==> config.mk <==
export PLATFORM = sky130hd
export DESIGN_NAME = hypervisor_guest_env_csr_bank
export DESIGN_NICKNAME = d
export VERILOG_FILES = /design/src/logic/hyp_env_pkg.sv /design/src/logic/counter_gate_check.sv /design/src/logic/hypervisor_guest_env_csr_bank.sv
export SDC_FILE = /design/constraint.sdc
export NUM_CORES = 1
export LEC_CHECK = 0
export BUFFER_PORTS_ARGS = -buffer_cell sky130_fd_sc_hd__clkbuf_2
export CAP_MARGIN = 20
export CORE_MARGIN = 5
export CORE_UTILIZATION = 45
export DETAILED_ROUTE_END_ITERATION = 6
export HOLD_SLACK_MARGIN = 0.05
export PLACE_DENSITY = 0.79
export SLEW_MARGIN = 20
export SYNTH_ARGS = -nofsm -noshare
export SYNTH_HDL_FRONTEND = slang
export SYNTH_SLANG_ARGS = --single-unit
export TNS_END_PERCENT = 20
==> constraint.sdc <==
create_clock -name clk_sys -period 4.58 [get_ports clk_sys]
set_clock_uncertainty 0.2 [all_clocks]
set_input_delay 0.458 -clock clk_sys [delete_from_list [all_inputs] [get_ports clk_sys]]
set_output_delay 0.458 -clock clk_sys [all_outputs]
set_load 0.005 [all_outputs]
==> src/logic/hyp_env_pkg.sv <==
// constants for the guest environment register bank
package hyp_env_pkg;
  // =========================================================
  // bus register map (byte offsets, one 32-bit word each)
  localparam logic [7:0] OFS_ENV_CFG_LO = 8'h00;
  localparam logic [7:0] OFS_ENV_CFG_HI = 8'h04;
  localparam logic [7:0] OFS_CNT_GATE = 8'h08;
  localparam logic [7:0] OFS_TOFS_LO = 8'h0c;
  localparam logic [7:0] OFS_TOFS_HI = 8'h10;
  localparam logic [7:0] OFS_FADDR_LO = 8'h14;
  localparam logic [7:0] OFS_FADDR_HI = 8'h18;
  localparam logic [7:0] OFS_TINFO_LO = 8'h1c;
  localparam logic [7:0] OFS_TINFO_HI = 8'h20;
  localparam logic [7:0] OFS_GTIME_LO = 8'h24;
  localparam logic [7:0] OFS_GTIME_HI = 8'h28;
  localparam logic [7:0] OFS_STATUS = 8'h2c;
  // =========================================================
  // environment configuration field positions
  localparam int ENV_IO_FENCE_COVERS_MEMORY = 0;
  localparam int ENV_LPE = 2;
  localparam int ENV_SSE = 3;
  localparam int ENV_DTE = 59;
  localparam int ENV_HW_ACCESS_DIRTY_UPDATE_ENABLE = 61;
  localparam int ENV_PAGE_MEMTYPE_ENABLE = 62;
  // optional translation features present in this hart
  localparam logic HAS_PAGE_MEMTYPE = 1'b1;
  localparam logic HAS_HW_AD_UPDATE = 1'b1;
  localparam logic [63:0] ENV_IMPL_MASK =
    (64'h1 << ENV_IO_FENCE_COVERS_MEMORY) | (64'h1 << ENV_LPE) | (64'h1 << ENV_SSE) |
    (64'h1 << ENV_DTE) | ({63'h0, HAS_HW_AD_UPDATE} << ENV_HW_ACCESS_DIRTY_UPDATE_ENABLE) |
    ({63'h0, HAS_PAGE_MEMTYPE} << ENV_PAGE_MEMTYPE_ENABLE);
  // =========================================================
  // counter gate: cycle, time, retired and counters 3..7 exist
  localparam int CNT_NUM = 32;
  localparam int CNT_CY = 0;
  localparam int CNT_TM = 1;
  localparam int CNT_IR = 2;
  localparam logic [31:0] CNT_IMPL_MASK = 32'h0000_00ff;
  // =========================================================
  // trap capture
  localparam int GPA_SHIFT = 2;
  localparam logic [63:0] FADDR_IMPL_MASK = 64'h003f_ffff_ffff_ffff;
  localparam logic [63:0] TINFO_IMPL_MASK = 64'h0000_0000_ffff_ffff;
  localparam logic [63:0] RST_64 = 64'h0;
  localparam logic [31:0] RST_32 = 32'h0;
  // status word bit positions
  localparam int ST_VIRT = 0;
  localparam int ST_LAST_GPF = 1;
  localparam int ST_CNT_FAULT = 2;
endpackage

==> src/logic/counter_gate_check.sv <==
// guest counter read permission check
`timescale 1ns/1ps
module counter_gate_check (
  input wire logic clk_sys,
  input wire logic nrst,
  input wire logic req,
  input wire logic [4:0] idx,
  input wire logic virt,
  input wire logic guest_user,
  input wire logic [31:0] guest_gate,
  input wire logic [31:0] machine_gate,
  input wire logic [31:0] super_gate,
  output logic done_r,
  output logic grant_r,
  output logic virt_fault_r
);
  import hyp_env_pkg::*;

  logic [CNT_NUM-1:0] deny_v;

  // =========================================================
  // per counter: guest gate must be set, and in guest user both gates
  genvar g;
  generate
    for (g = 0; g < CNT_NUM; g = g + 1) begin : gen_cnt
      assign deny_v[g] = virt & machine_gate[g] &
        (~guest_gate[g] | (guest_user & ~super_gate[g]));
    end
  endgenerate

  always_ff @(posedge clk_sys or negedge nrst) begin
    if (!nrst) begin
      done_r <= 1'b0;
      grant_r <= 1'b0;
      virt_fault_r <= 1'b0;
    end else begin
      done_r <= req;
      grant_r <= req & ~deny_v[idx];
      virt_fault_r <= req & deny_v[idx];
    end
  end
endmodule

==> src/logic/hypervisor_guest_env_csr_bank.sv <==
// guest environment control and status register bank
// Functional notes
// - io_fence_covers_memory while virtualized: io fence bits order memory
// - io_fence_covers_memory: acquire/release io atomics also order memory
// - page memtype enable gates guest first-stage types
// - ad update enable: hardware update, else fault
// - landing pad off: no tracking, marker is no-op
// - shadow stack off: fallbacks, reserved pte, swap traps
// - double trap guard off: guest flag reads zero
// - upper config word aliases bits 63:32
// - clear guest gate traps virtual instruction read
// - guest user needs guest and supervisor gate
// - counter gate exists, some bits hardwired zero
// - guest time is real time plus offset
// - upper offset word aliases bits 63:32
// - trap writes gpa>>2 on guest fault, else zero
// - implicit walk fault records walk address
// - recorded address matches faulting portion
// - fault address holds gpa bits 33:2 upward
// - fault address keeps zero and a subset
// - every trap writes trap instruction info
// - trap info keeps only hardware-writable values
`timescale 1ns/1ps
module hypervisor_guest_env_csr_bank (
  input wire logic clk_sys,
  input wire logic nrst,
  // wishbone classic slave
  input wire logic wb_cyc_i,
  input wire logic wb_stb_i,
  input wire logic wb_we_i,
  input wire logic [7:0] wb_adr_i,
  input wire logic [3:0] wb_sel_i,
  input wire logic [31:0] wb_dat_i,
  output logic [31:0] wb_dat_o,
  output logic wb_ack_o,
  // hart state
  input wire logic virt_mode,
  input wire logic guest_user,
  input wire logic [63:0] real_time,
  // ordering requests: {pi, po, si, so}
  input wire logic [3:0] fence_io_bits,
  input wire logic amo_io_acqrel,
  // translation and control-flow requests
  input wire logic ad_update_need,
  input wire logic machine_ss_enable,
  input wire logic ss_swap_op,
  // counter read check
  input wire logic cnt_read_req,
  input wire logic [4:0] cnt_read_idx,
  input wire logic [31:0] machine_counter_gate,
  input wire logic [31:0] supervisor_counter_gate,
  // trap into hypervisor level
  input wire logic trap_take,
  input wire logic trap_guest_page_fault,
  input wire logic trap_implicit_walk,
  input wire logic [63:0] trap_gpa,
  input wire logic [63:0] trap_instr_value,
  // effects on the hart
  output logic [3:0] fence_mem_bits_r,
  output logic amo_order_both_r,
  output logic page_memtype_avail_r,
  output logic hw_ad_update_r,
  output logic ad_fault_r,
  output logic landing_pad_track_r,
  output logic landing_pad_nop_r,
  output logic shadow_stack_fallback_r,
  output logic shadow_pte_010_reserved_r,
  output logic super_sse_read_zero_r,
  output logic shadow_swap_virt_instr_r,
  output logic guest_double_trap_off_r,
  output logic [63:0] guest_time_r,
  output logic cnt_done_r,
  output logic cnt_grant_r,
  output logic cnt_virt_fault_r
);
  import hyp_env_pkg::*;

  logic [63:0] env_cfg_r;
  logic [31:0] cnt_gate_r;
  logic [63:0] time_ofs_r;
  logic [63:0] fault_addr_r;
  logic [63:0] trap_info_r;
  logic last_gpf_r;
  logic cnt_fault_seen_r;
  logic [31:0] rd_nxt;
  logic bus_req;
  logic wr_en;
  logic [63:0] fault_addr_nxt;

  // =========================================================
  // bus access decode
  // one wait state: ack follows the cycle after the request is seen
  assign bus_req = wb_cyc_i & wb_stb_i & ~wb_ack_o;
  assign wr_en = bus_req & wb_we_i;

  function automatic logic [31:0] lane_merge(
    input logic [31:0] old_w,
    input logic [31:0] new_w,
    input logic [3:0] sel
  );
    logic [31:0] res;
    res = old_w;
    for (int b = 0; b < 4; b++) begin
      if (sel[b]) begin
        res[b*8 +: 8] = new_w[b*8 +: 8];
      end
    end
    return res;
  endfunction

  function automatic logic wr_at(input logic [7:0] ofs);
    return wr_en && (wb_adr_i == ofs);
  endfunction

  always_ff @(posedge clk_sys or negedge nrst) begin
    if (!nrst) begin
      wb_ack_o <= 1'b0;
    end else begin
      wb_ack_o <= bus_req;
    end
  end

  // =========================================================
  // environment configuration, both words
  // only implemented fields hold state, the rest stays zero
  always_ff @(posedge clk_sys or negedge nrst) begin
    if (!nrst) begin
      env_cfg_r <= RST_64;
    end else begin
      if (wr_at(OFS_ENV_CFG_LO)) begin
        env_cfg_r[31:0] <= lane_merge(env_cfg_r[31:0], wb_dat_i, wb_sel_i) &
          ENV_IMPL_MASK[31:0];
      end
      if (wr_at(OFS_ENV_CFG_HI)) begin
        env_cfg_r[63:32] <= lane_merge(env_cfg_r[63:32], wb_dat_i, wb_sel_i) &
          ENV_IMPL_MASK[63:32];
      end
    end
  end

  // =========================================================
  // counter gate
  always_ff @(posedge clk_sys or negedge nrst) begin
    if (!nrst) begin
      cnt_gate_r <= RST_32;
    end else if (wr_at(OFS_CNT_GATE)) begin
      cnt_gate_r <= lane_merge(cnt_gate_r, wb_dat_i, wb_sel_i) & CNT_IMPL_MASK;
    end
  end

  // =========================================================
  // guest clock offset
  always_ff @(posedge clk_sys or negedge nrst) begin
    if (!nrst) begin
      time_ofs_r <= RST_64;
    end else begin
      if (wr_at(OFS_TOFS_LO)) begin
        time_ofs_r[31:0] <= lane_merge(time_ofs_r[31:0], wb_dat_i, wb_sel_i);
      end
      if (wr_at(OFS_TOFS_HI)) begin
        time_ofs_r[63:32] <= lane_merge(time_ofs_r[63:32], wb_dat_i, wb_sel_i);
      end
    end
  end

  // sum wraps on purpose: large offsets act as negative shifts
  always_ff @(posedge clk_sys or negedge nrst) begin
    if (!nrst) begin
      guest_time_r <= RST_64;
    end else begin
      guest_time_r <= real_time + time_ofs_r;
    end
  end

  // =========================================================
  // trap capture
  // hart reports the walk address for implicit faults and the
  // faulting portion for split accesses; low two bits drop out
  always_comb begin
    fault_addr_nxt = RST_64;
    if (trap_guest_page_fault) begin
      fault_addr_nxt = (trap_gpa >> GPA_SHIFT) & FADDR_IMPL_MASK;
    end
  end

  // a trap in the same cycle as a software write wins
  always_ff @(posedge clk_sys or negedge nrst) begin
    if (!nrst) begin
      fault_addr_r <= RST_64;
    end else if (trap_take) begin
      fault_addr_r <= fault_addr_nxt;
    end else begin
      if (wr_at(OFS_FADDR_LO)) begin
        fault_addr_r[31:0] <= lane_merge(fault_addr_r[31:0], wb_dat_i, wb_sel_i) &
          FADDR_IMPL_MASK[31:0];
      end
      if (wr_at(OFS_FADDR_HI)) begin
        fault_addr_r[63:32] <= lane_merge(fault_addr_r[63:32], wb_dat_i, wb_sel_i) &
          FADDR_IMPL_MASK[63:32];
      end
    end
  end

  always_ff @(posedge clk_sys or negedge nrst) begin
    if (!nrst) begin
      trap_info_r <= RST_64;
    end else if (trap_take) begin
      trap_info_r <= trap_instr_value & TINFO_IMPL_MASK;
    end else begin
      if (wr_at(OFS_TINFO_LO)) begin
        trap_info_r[31:0] <= lane_merge(trap_info_r[31:0], wb_dat_i, wb_sel_i) &
          TINFO_IMPL_MASK[31:0];
      end
      if (wr_at(OFS_TINFO_HI)) begin
        trap_info_r[63:32] <= lane_merge(trap_info_r[63:32], wb_dat_i, wb_sel_i) &
          TINFO_IMPL_MASK[63:32];
      end
    end
  end

  always_ff @(posedge clk_sys or negedge nrst) begin
    if (!nrst) begin
      last_gpf_r <= 1'b0;
    end else if (trap_take) begin
      last_gpf_r <= trap_guest_page_fault;
    end
  end

  // sticky; a new fault beats a clearing write in the same cycle
  always_ff @(posedge clk_sys or negedge nrst) begin
    if (!nrst) begin
      cnt_fault_seen_r <= 1'b0;
    end else if (cnt_virt_fault_r) begin
      cnt_fault_seen_r <= 1'b1;
    end else if (wr_at(OFS_STATUS) && wb_sel_i[0] && wb_dat_i[ST_CNT_FAULT]) begin
      cnt_fault_seen_r <= 1'b0;
    end
  end

  // =========================================================
  // counter permission check
  counter_gate_check u_cnt_check (
    .clk_sys(clk_sys),
    .nrst(nrst),
    .req(cnt_read_req),
    .idx(cnt_read_idx),
    .virt(virt_mode),
    .guest_user(guest_user),
    .guest_gate(cnt_gate_r),
    .machine_gate(machine_counter_gate),
    .super_gate(supervisor_counter_gate),
    .done_r(cnt_done_r),
    .grant_r(cnt_grant_r),
    .virt_fault_r(cnt_virt_fault_r)
  );

  // =========================================================
  // effects on guest execution
  always_ff @(posedge clk_sys or negedge nrst) begin
    if (!nrst) begin
      fence_mem_bits_r <= 4'h0;
      amo_order_both_r <= 1'b0;
    end else begin
      fence_mem_bits_r <= (env_cfg_r[ENV_IO_FENCE_COVERS_MEMORY] & virt_mode) ? fence_io_bits : 4'h0;
      amo_order_both_r <= env_cfg_r[ENV_IO_FENCE_COVERS_MEMORY] & virt_mode & amo_io_acqrel;
    end
  end

  always_ff @(posedge clk_sys or negedge nrst) begin
    if (!nrst) begin
      page_memtype_avail_r <= 1'b0;
      hw_ad_update_r <= 1'b0;
      ad_fault_r <= 1'b0;
    end else begin
      page_memtype_avail_r <= virt_mode & env_cfg_r[ENV_PAGE_MEMTYPE_ENABLE];
      hw_ad_update_r <= virt_mode & ad_update_need & env_cfg_r[ENV_HW_ACCESS_DIRTY_UPDATE_ENABLE];
      ad_fault_r <= virt_mode & ad_update_need & ~env_cfg_r[ENV_HW_ACCESS_DIRTY_UPDATE_ENABLE];
    end
  end

  always_ff @(posedge clk_sys or negedge nrst) begin
    if (!nrst) begin
      landing_pad_track_r <= 1'b0;
      landing_pad_nop_r <= 1'b0;
    end else begin
      landing_pad_track_r <= virt_mode & env_cfg_r[ENV_LPE];
      landing_pad_nop_r <= virt_mode & ~env_cfg_r[ENV_LPE];
    end
  end

  always_ff @(posedge clk_sys or negedge nrst) begin
    if (!nrst) begin
      shadow_stack_fallback_r <= 1'b0;
      shadow_pte_010_reserved_r <= 1'b0;
      super_sse_read_zero_r <= 1'b1;
      shadow_swap_virt_instr_r <= 1'b0;
    end else begin
      shadow_stack_fallback_r <= virt_mode & ~env_cfg_r[ENV_SSE];
      shadow_pte_010_reserved_r <= virt_mode & ~env_cfg_r[ENV_SSE];
      super_sse_read_zero_r <= ~env_cfg_r[ENV_SSE];
      shadow_swap_virt_instr_r <= virt_mode & ~env_cfg_r[ENV_SSE] &
        machine_ss_enable & ss_swap_op;
    end
  end

  always_ff @(posedge clk_sys or negedge nrst) begin
    if (!nrst) begin
      guest_double_trap_off_r <= 1'b1;
    end else begin
      guest_double_trap_off_r <= ~env_cfg_r[ENV_DTE];
    end
  end

  // =========================================================
  // read data
  // unmapped offsets answer with zero so software never hangs
  always_comb begin
    rd_nxt = RST_32;
    case (wb_adr_i)
      OFS_ENV_CFG_LO: rd_nxt = env_cfg_r[31:0];
      OFS_ENV_CFG_HI: rd_nxt = env_cfg_r[63:32];
      OFS_CNT_GATE: rd_nxt = cnt_gate_r;
      OFS_TOFS_LO: rd_nxt = time_ofs_r[31:0];
      OFS_TOFS_HI: rd_nxt = time_ofs_r[63:32];
      OFS_FADDR_LO: rd_nxt = fault_addr_r[31:0];
      OFS_FADDR_HI: rd_nxt = fault_addr_r[63:32];
      OFS_TINFO_LO: rd_nxt = trap_info_r[31:0];
      OFS_TINFO_HI: rd_nxt = trap_info_r[63:32];
      OFS_GTIME_LO: rd_nxt = guest_time_r[31:0];
      OFS_GTIME_HI: rd_nxt = guest_time_r[63:32];
      OFS_STATUS: begin
        rd_nxt[ST_VIRT] = virt_mode;
        rd_nxt[ST_LAST_GPF] = last_gpf_r;
        rd_nxt[ST_CNT_FAULT] = cnt_fault_seen_r;
      end
      default: rd_nxt = RST_32;
    endcase
  end

  always_ff @(posedge clk_sys or negedge nrst) begin
    if (!nrst) begin
      wb_dat_o <= RST_32;
    end else if (bus_req && !wb_we_i) begin
      wb_dat_o <= rd_nxt;
    end else begin
      wb_dat_o <= RST_32;
    end
  end
endmodule

==> out/summary.md <==
The run finished with clean final reports. The detailed-route vias per instance came out at 5.96. The count of nets left with antenna violations once routing finished came out at 0. After clock tree synthesis, the clock-pin slew on the worst setup and hold paths is 60 ps. Dividing total power by cell area gives a power density of 302 mW/mm². Entering global routing, the biggest net connects 113 pins. Setup violations remaining at the end of the flow were counted as 0.

The smallest clock period supported by the final layout is computed as 4010 ps. Timing analysis after detailed placement gives a worst setup slack of 598 ps. The endpoint kind of the worst setup timing path was a register.

Dividing the detail-routed wire length by the instance count gives 22.8 µm. The number of setup buffers added after CTS is 0. The logs give 4820 ps for the worst endpoint required time and 560 ps for the insertion delay to the later sink of the worst-skew pair.

The first detailed-routing pass ran for 6 iterations. The Yosys step of the flow raised 0 warnings. Ratio of final minimum period to clock period: 87.6%. The number of buffers created by CTS is 31. The summed negative setup slack over all endpoints came out at 0 ps. In this run the worst setup path begins at real_time[0]. The floorplan has 66 rows. The routed layout has 14.4k vias. The startpoint identified for the worst hold timing path is trap_gpa[43]. The logs give 71.8 ps for the smallest hold slack and 0.919 for the routability congestion estimate.

The number of synthesized flops with an enable pin works out to 0. The tools report the final number of hold-violating endpoints as 0. Once layout is complete, the cells apart from fillers number 2,421. The first global-routing pass estimated 83,100 µm of wire.

The largest vdd supply drop was 0.314 mV; the actual slew at the worst max-slew pin was 990 ps. Synthesis produced a netlist whose cell count is 1,472. The slowest stage of the critical path is the sky130_fd_sc_hd__o311ai_1 cell. In this run the static leakage power is 9.50 nW. The maximum fanout along the worst path is 4. The clock drives 280 sinks. Compared with the post-synthesis result, the final layout area differs by 31.5%. The signal on the critical path passes through dlygate4sd3_1 -> clkbuf_2 -> ha_1 -> fa_1 -> a21oi_1 -> nor2_1 -> o311ai_1 -> a2111oi_4 -> o311ai_4 -> a31oi_2 -> a21oi_1 -> o21ai_1 -> xor2_1. The number of nets in the final layout was 2,345; the smallest setup slack after layout was 568 ps.

The tools report the count of H-tree levels built during CTS as 1. The tools report the critical path launch point type as a primary input. Setup repair after global routing left no endpoint under its margin. TritonCTS built the clock tree. The total of max-cap violations is 0, and the share of flip-flops with an asynchronous set or reset is 100%.

Number of global-route vias before repair: 14.7k. Counting flops and latches in the post-synthesis netlist gives 280. Summed over all nets, the half-perimeter wirelength after detailed placement is 40,000 µm.

For the maximum buffer depth of the clock tree, the log shows 3. Ranked by total cell area, the synthesized netlist is headed by sky130_fd_sc_hd__dfrtp_1, sky130_fd_sc_hd__mux2_2, sky130_fd_sc_hd__a21oi_1. The global-route total usage across every layer is 28.8%, and the post-cts resize count is 0.

The share of synthesized area in the top cell type comes to 46.5%. The initial antenna violation count came out at 1. Data arrival time of the worst path: 4250 ps.

In this run the standard cell core region covers 0.0327 mm². Of the cells placed in the final design, the portion with a size suffix greater than 1 is 28.6%. The die width was 192 µm. The tools report the number of pins exceeding their max-slew limit in the final report as 0. Fill cells in the final layout number 2,723. The boundary pin count came out at 439. The chip height was 192 µm. Counting distinct cell types in the post-synthesis netlist gives 68.

The number of nets handed over by synthesis was 1,860. Critical path's largest stage delay: 600 ps. Summing the sequential cell areas from Yosys gives 46.8% of the chip area. The die covers 0.0370 mm². The root buffer cell chosen for the clock tree is sky130_fd_sc_hd__clkbuf_16.

The count of hold-fix buffers inserted at cts is 130. The post-synthesis instance area was 0.0150 mm²; the sum of routed wire length over all layers was 55,300 µm. The worst register-to-register path begins at time_ofs_r[0].

The most used flip-flop cell after synthesis is sky130_fd_sc_hd__dfrtp_1. The critical path in this run is classified as primary input to register. The biggest area contributor in the post-synthesis netlist is sky130_fd_sc_hd__dfrtp_1. The logs give 45.8% for the initial core utilization and 0 for the number of DRC violations after detailed routing. The total global routing overflow was 0; the post-synthesis average cell area was 10.2 µm². The min-delay analysis places its worst path in the category primary input to register. After detailed placement, the design holds a cell count of 2,236. The most used cell along the critical path was sky130_fd_sc_hd__a21oi_1.

Relative slew slack: 34.0%. Port buffer count: 371. Derived from the worst setup path, the maximum achievable clock frequency is 249 MHz.

Number of design-rule violations left by the first detailed-router iteration: 1,333.
## cell families (layout without fill, tap and decap cells)
logic type / Yosys count / after routing / share of synthesized area [%]
flops: 280 / 280 / 46.8
xor+xnor: 62 / 62 / 3.63
mux: 89 / 89 / 7.28
buf+inv: 94 / 599 / 2.40
other cells: 0 / 2 / 0
fa+ha+maj: 64 / 64 / 5.40
simple gates: 326 / 326 / 10.5
compound gates: 557 / 557 / 23.9
## metal layers
layer	global-route usage [%]	up-vias	share of wire, %
met5	0	-	0
met4	9.16	0	3.5
met3	4.79	129	8.2
met2	47.6	772	47
met1	38.9	7070	42
li1	-	6462	-
## worst max-delay path: cells and delay by family
kind	cells	cell delay, ps
fa+ha+maj	2	680
compound gates	7	2160
simple gates	1	110
xor+xnor	1	160
buf+inv	2	680
## power by group
part / leakage, nW / total, mW / switching (mW) / internal, mW
Combinational: 5.37 / 0.701 / 0.387 / 0.314
Sequential: 3.62 / 2.67 / 0.0831 / 2.59
Clock: 0.509 / 2.56 / 1.03 / 1.54
Total: 9.50 / 5.94 / 1.50 / 4.44
## state kept, by name (all words and copies together) (netlist names), 4 cells and up
name and flops:
cnt_gate_r 8, wb_dat_o 32, trap_info_r 32, time_ofs_r 64
fence_mem_bits_r 4, env_cfg_r 6, guest_time_r 64, fault_addr_r 54
## final timing paths
path | end | slack [ps] | depth (start not counted)
worst max-delay path | guest_time_r[62] | 570 | 13
worst min-delay path | fault_addr_r[41] | 70 | 3
worst max register to register | guest_time_r[62] | 750 | 11
worst min register to register | guest_double_trap_off_r | 230 | 1
max in group asynchronous | time_ofs_r[19] | 2600 | 3
min in group asynchronous | ad_fault_r | 340 | 2
## cells in the mapped netlist, types with 6 or more instances
| master | number |
|---|---|
| sky130_fd_sc_hd__a211oi_1 | 6 |
| sky130_fd_sc_hd__a21o_1 | 43 |
| sky130_fd_sc_hd__a21oi_1 | 166 |
| sky130_fd_sc_hd__a221oi_1 | 10 |
| sky130_fd_sc_hd__a222oi_1 | 19 |
| sky130_fd_sc_hd__a22o_1 | 6 |
| sky130_fd_sc_hd__a22oi_1 | 75 |
| sky130_fd_sc_hd__a31oi_1 | 35 |
| sky130_fd_sc_hd__and3_1 | 18 |
| sky130_fd_sc_hd__clkbuf_1 | 72 |
| sky130_fd_sc_hd__dfrtp_1 | 278 |
| sky130_fd_sc_hd__ha_1 | 63 |
| sky130_fd_sc_hd__inv_1 | 18 |
| sky130_fd_sc_hd__mux2_2 | 79 |
| sky130_fd_sc_hd__mux4_2 | 8 |
| sky130_fd_sc_hd__nand2_1 | 142 |
| sky130_fd_sc_hd__nand2b_1 | 10 |
| sky130_fd_sc_hd__nand3_1 | 12 |
| sky130_fd_sc_hd__nand4_1 | 16 |
| sky130_fd_sc_hd__nor2_1 | 53 |
| sky130_fd_sc_hd__nor2b_1 | 43 |
| sky130_fd_sc_hd__nor3_1 | 6 |
| sky130_fd_sc_hd__o21a_1 | 9 |
| sky130_fd_sc_hd__o21ai_0 | 133 |
| sky130_fd_sc_hd__o21ai_1 | 11 |
| sky130_fd_sc_hd__o21bai_1 | 9 |
| sky130_fd_sc_hd__xnor2_1 | 33 |
| sky130_fd_sc_hd__xor2_1 | 29 |
## placed cells by master (no fill, tap or decap), types with 11 or more instances in the layout
cell type | netlist | final
sky130_fd_sc_hd__nand4_1 | 16 | 16
sky130_fd_sc_hd__a21oi_1 | 166 | 162
sky130_fd_sc_hd__dfrtp_1 | 278 | 278
sky130_fd_sc_hd__a21o_1 | 43 | 43
sky130_fd_sc_hd__mux2_2 | 79 | 79
sky130_fd_sc_hd__nor2b_1 | 43 | 43
sky130_fd_sc_hd__nand3_1 | 12 | 12
sky130_fd_sc_hd__a22oi_1 | 75 | 75
sky130_fd_sc_hd__ha_1 | 63 | 63
sky130_fd_sc_hd__o21ai_1 | 11 | 11
sky130_fd_sc_hd__o21ai_0 | 133 | 132
sky130_fd_sc_hd__xor2_1 | 29 | 29
sky130_fd_sc_hd__clkbuf_16 | 0 | 31
sky130_fd_sc_hd__a222oi_1 | 19 | 19
sky130_fd_sc_hd__clkbuf_2 | 0 | 370
sky130_fd_sc_hd__buf_4 | 1 | 26
sky130_fd_sc_hd__and3_1 | 18 | 18
sky130_fd_sc_hd__a31oi_1 | 35 | 35
sky130_fd_sc_hd__nand2_1 | 142 | 142
sky130_fd_sc_hd__dlygate4sd3_1 | 0 | 130
sky130_fd_sc_hd__nor2_1 | 53 | 46
sky130_fd_sc_hd__xnor2_1 | 33 | 33
sky130_fd_sc_hd__inv_1 | 18 | 18
## metrics by stage
stage	area, µm²	utilization [%]	power [mW]
final	19700	60.2	5.94
after global routing	19700	60.2	6.14
after CTS	19700	60.1	5.96
after detailed placement	17300	53.0	3.32
after global placement	17300	53.0	3.30
after floorplan	15000	-	2.97
## final cells by class
| cell class | instances | area, µm² | share of cell area (%) |
|---|---|---|---|
| multi-input combinational | 1098 | 7630 | 38.8 |
| sequential | 280 | 7010 | 35.6 |
| timing repair buffer | 528 | 3380 | 17.2 |
| clock buffer | 42 | 867 | 4.41 |
| tap | 442 | 553 | 2.81 |
| clock inverter | 11 | 159 | 0.807 |
| inverter | 18 | 67.6 | 0.343 |
| antenna | 2 | 5.00 | 0.0254 |
Note: power is estimated with default switching activity, not from simulation.
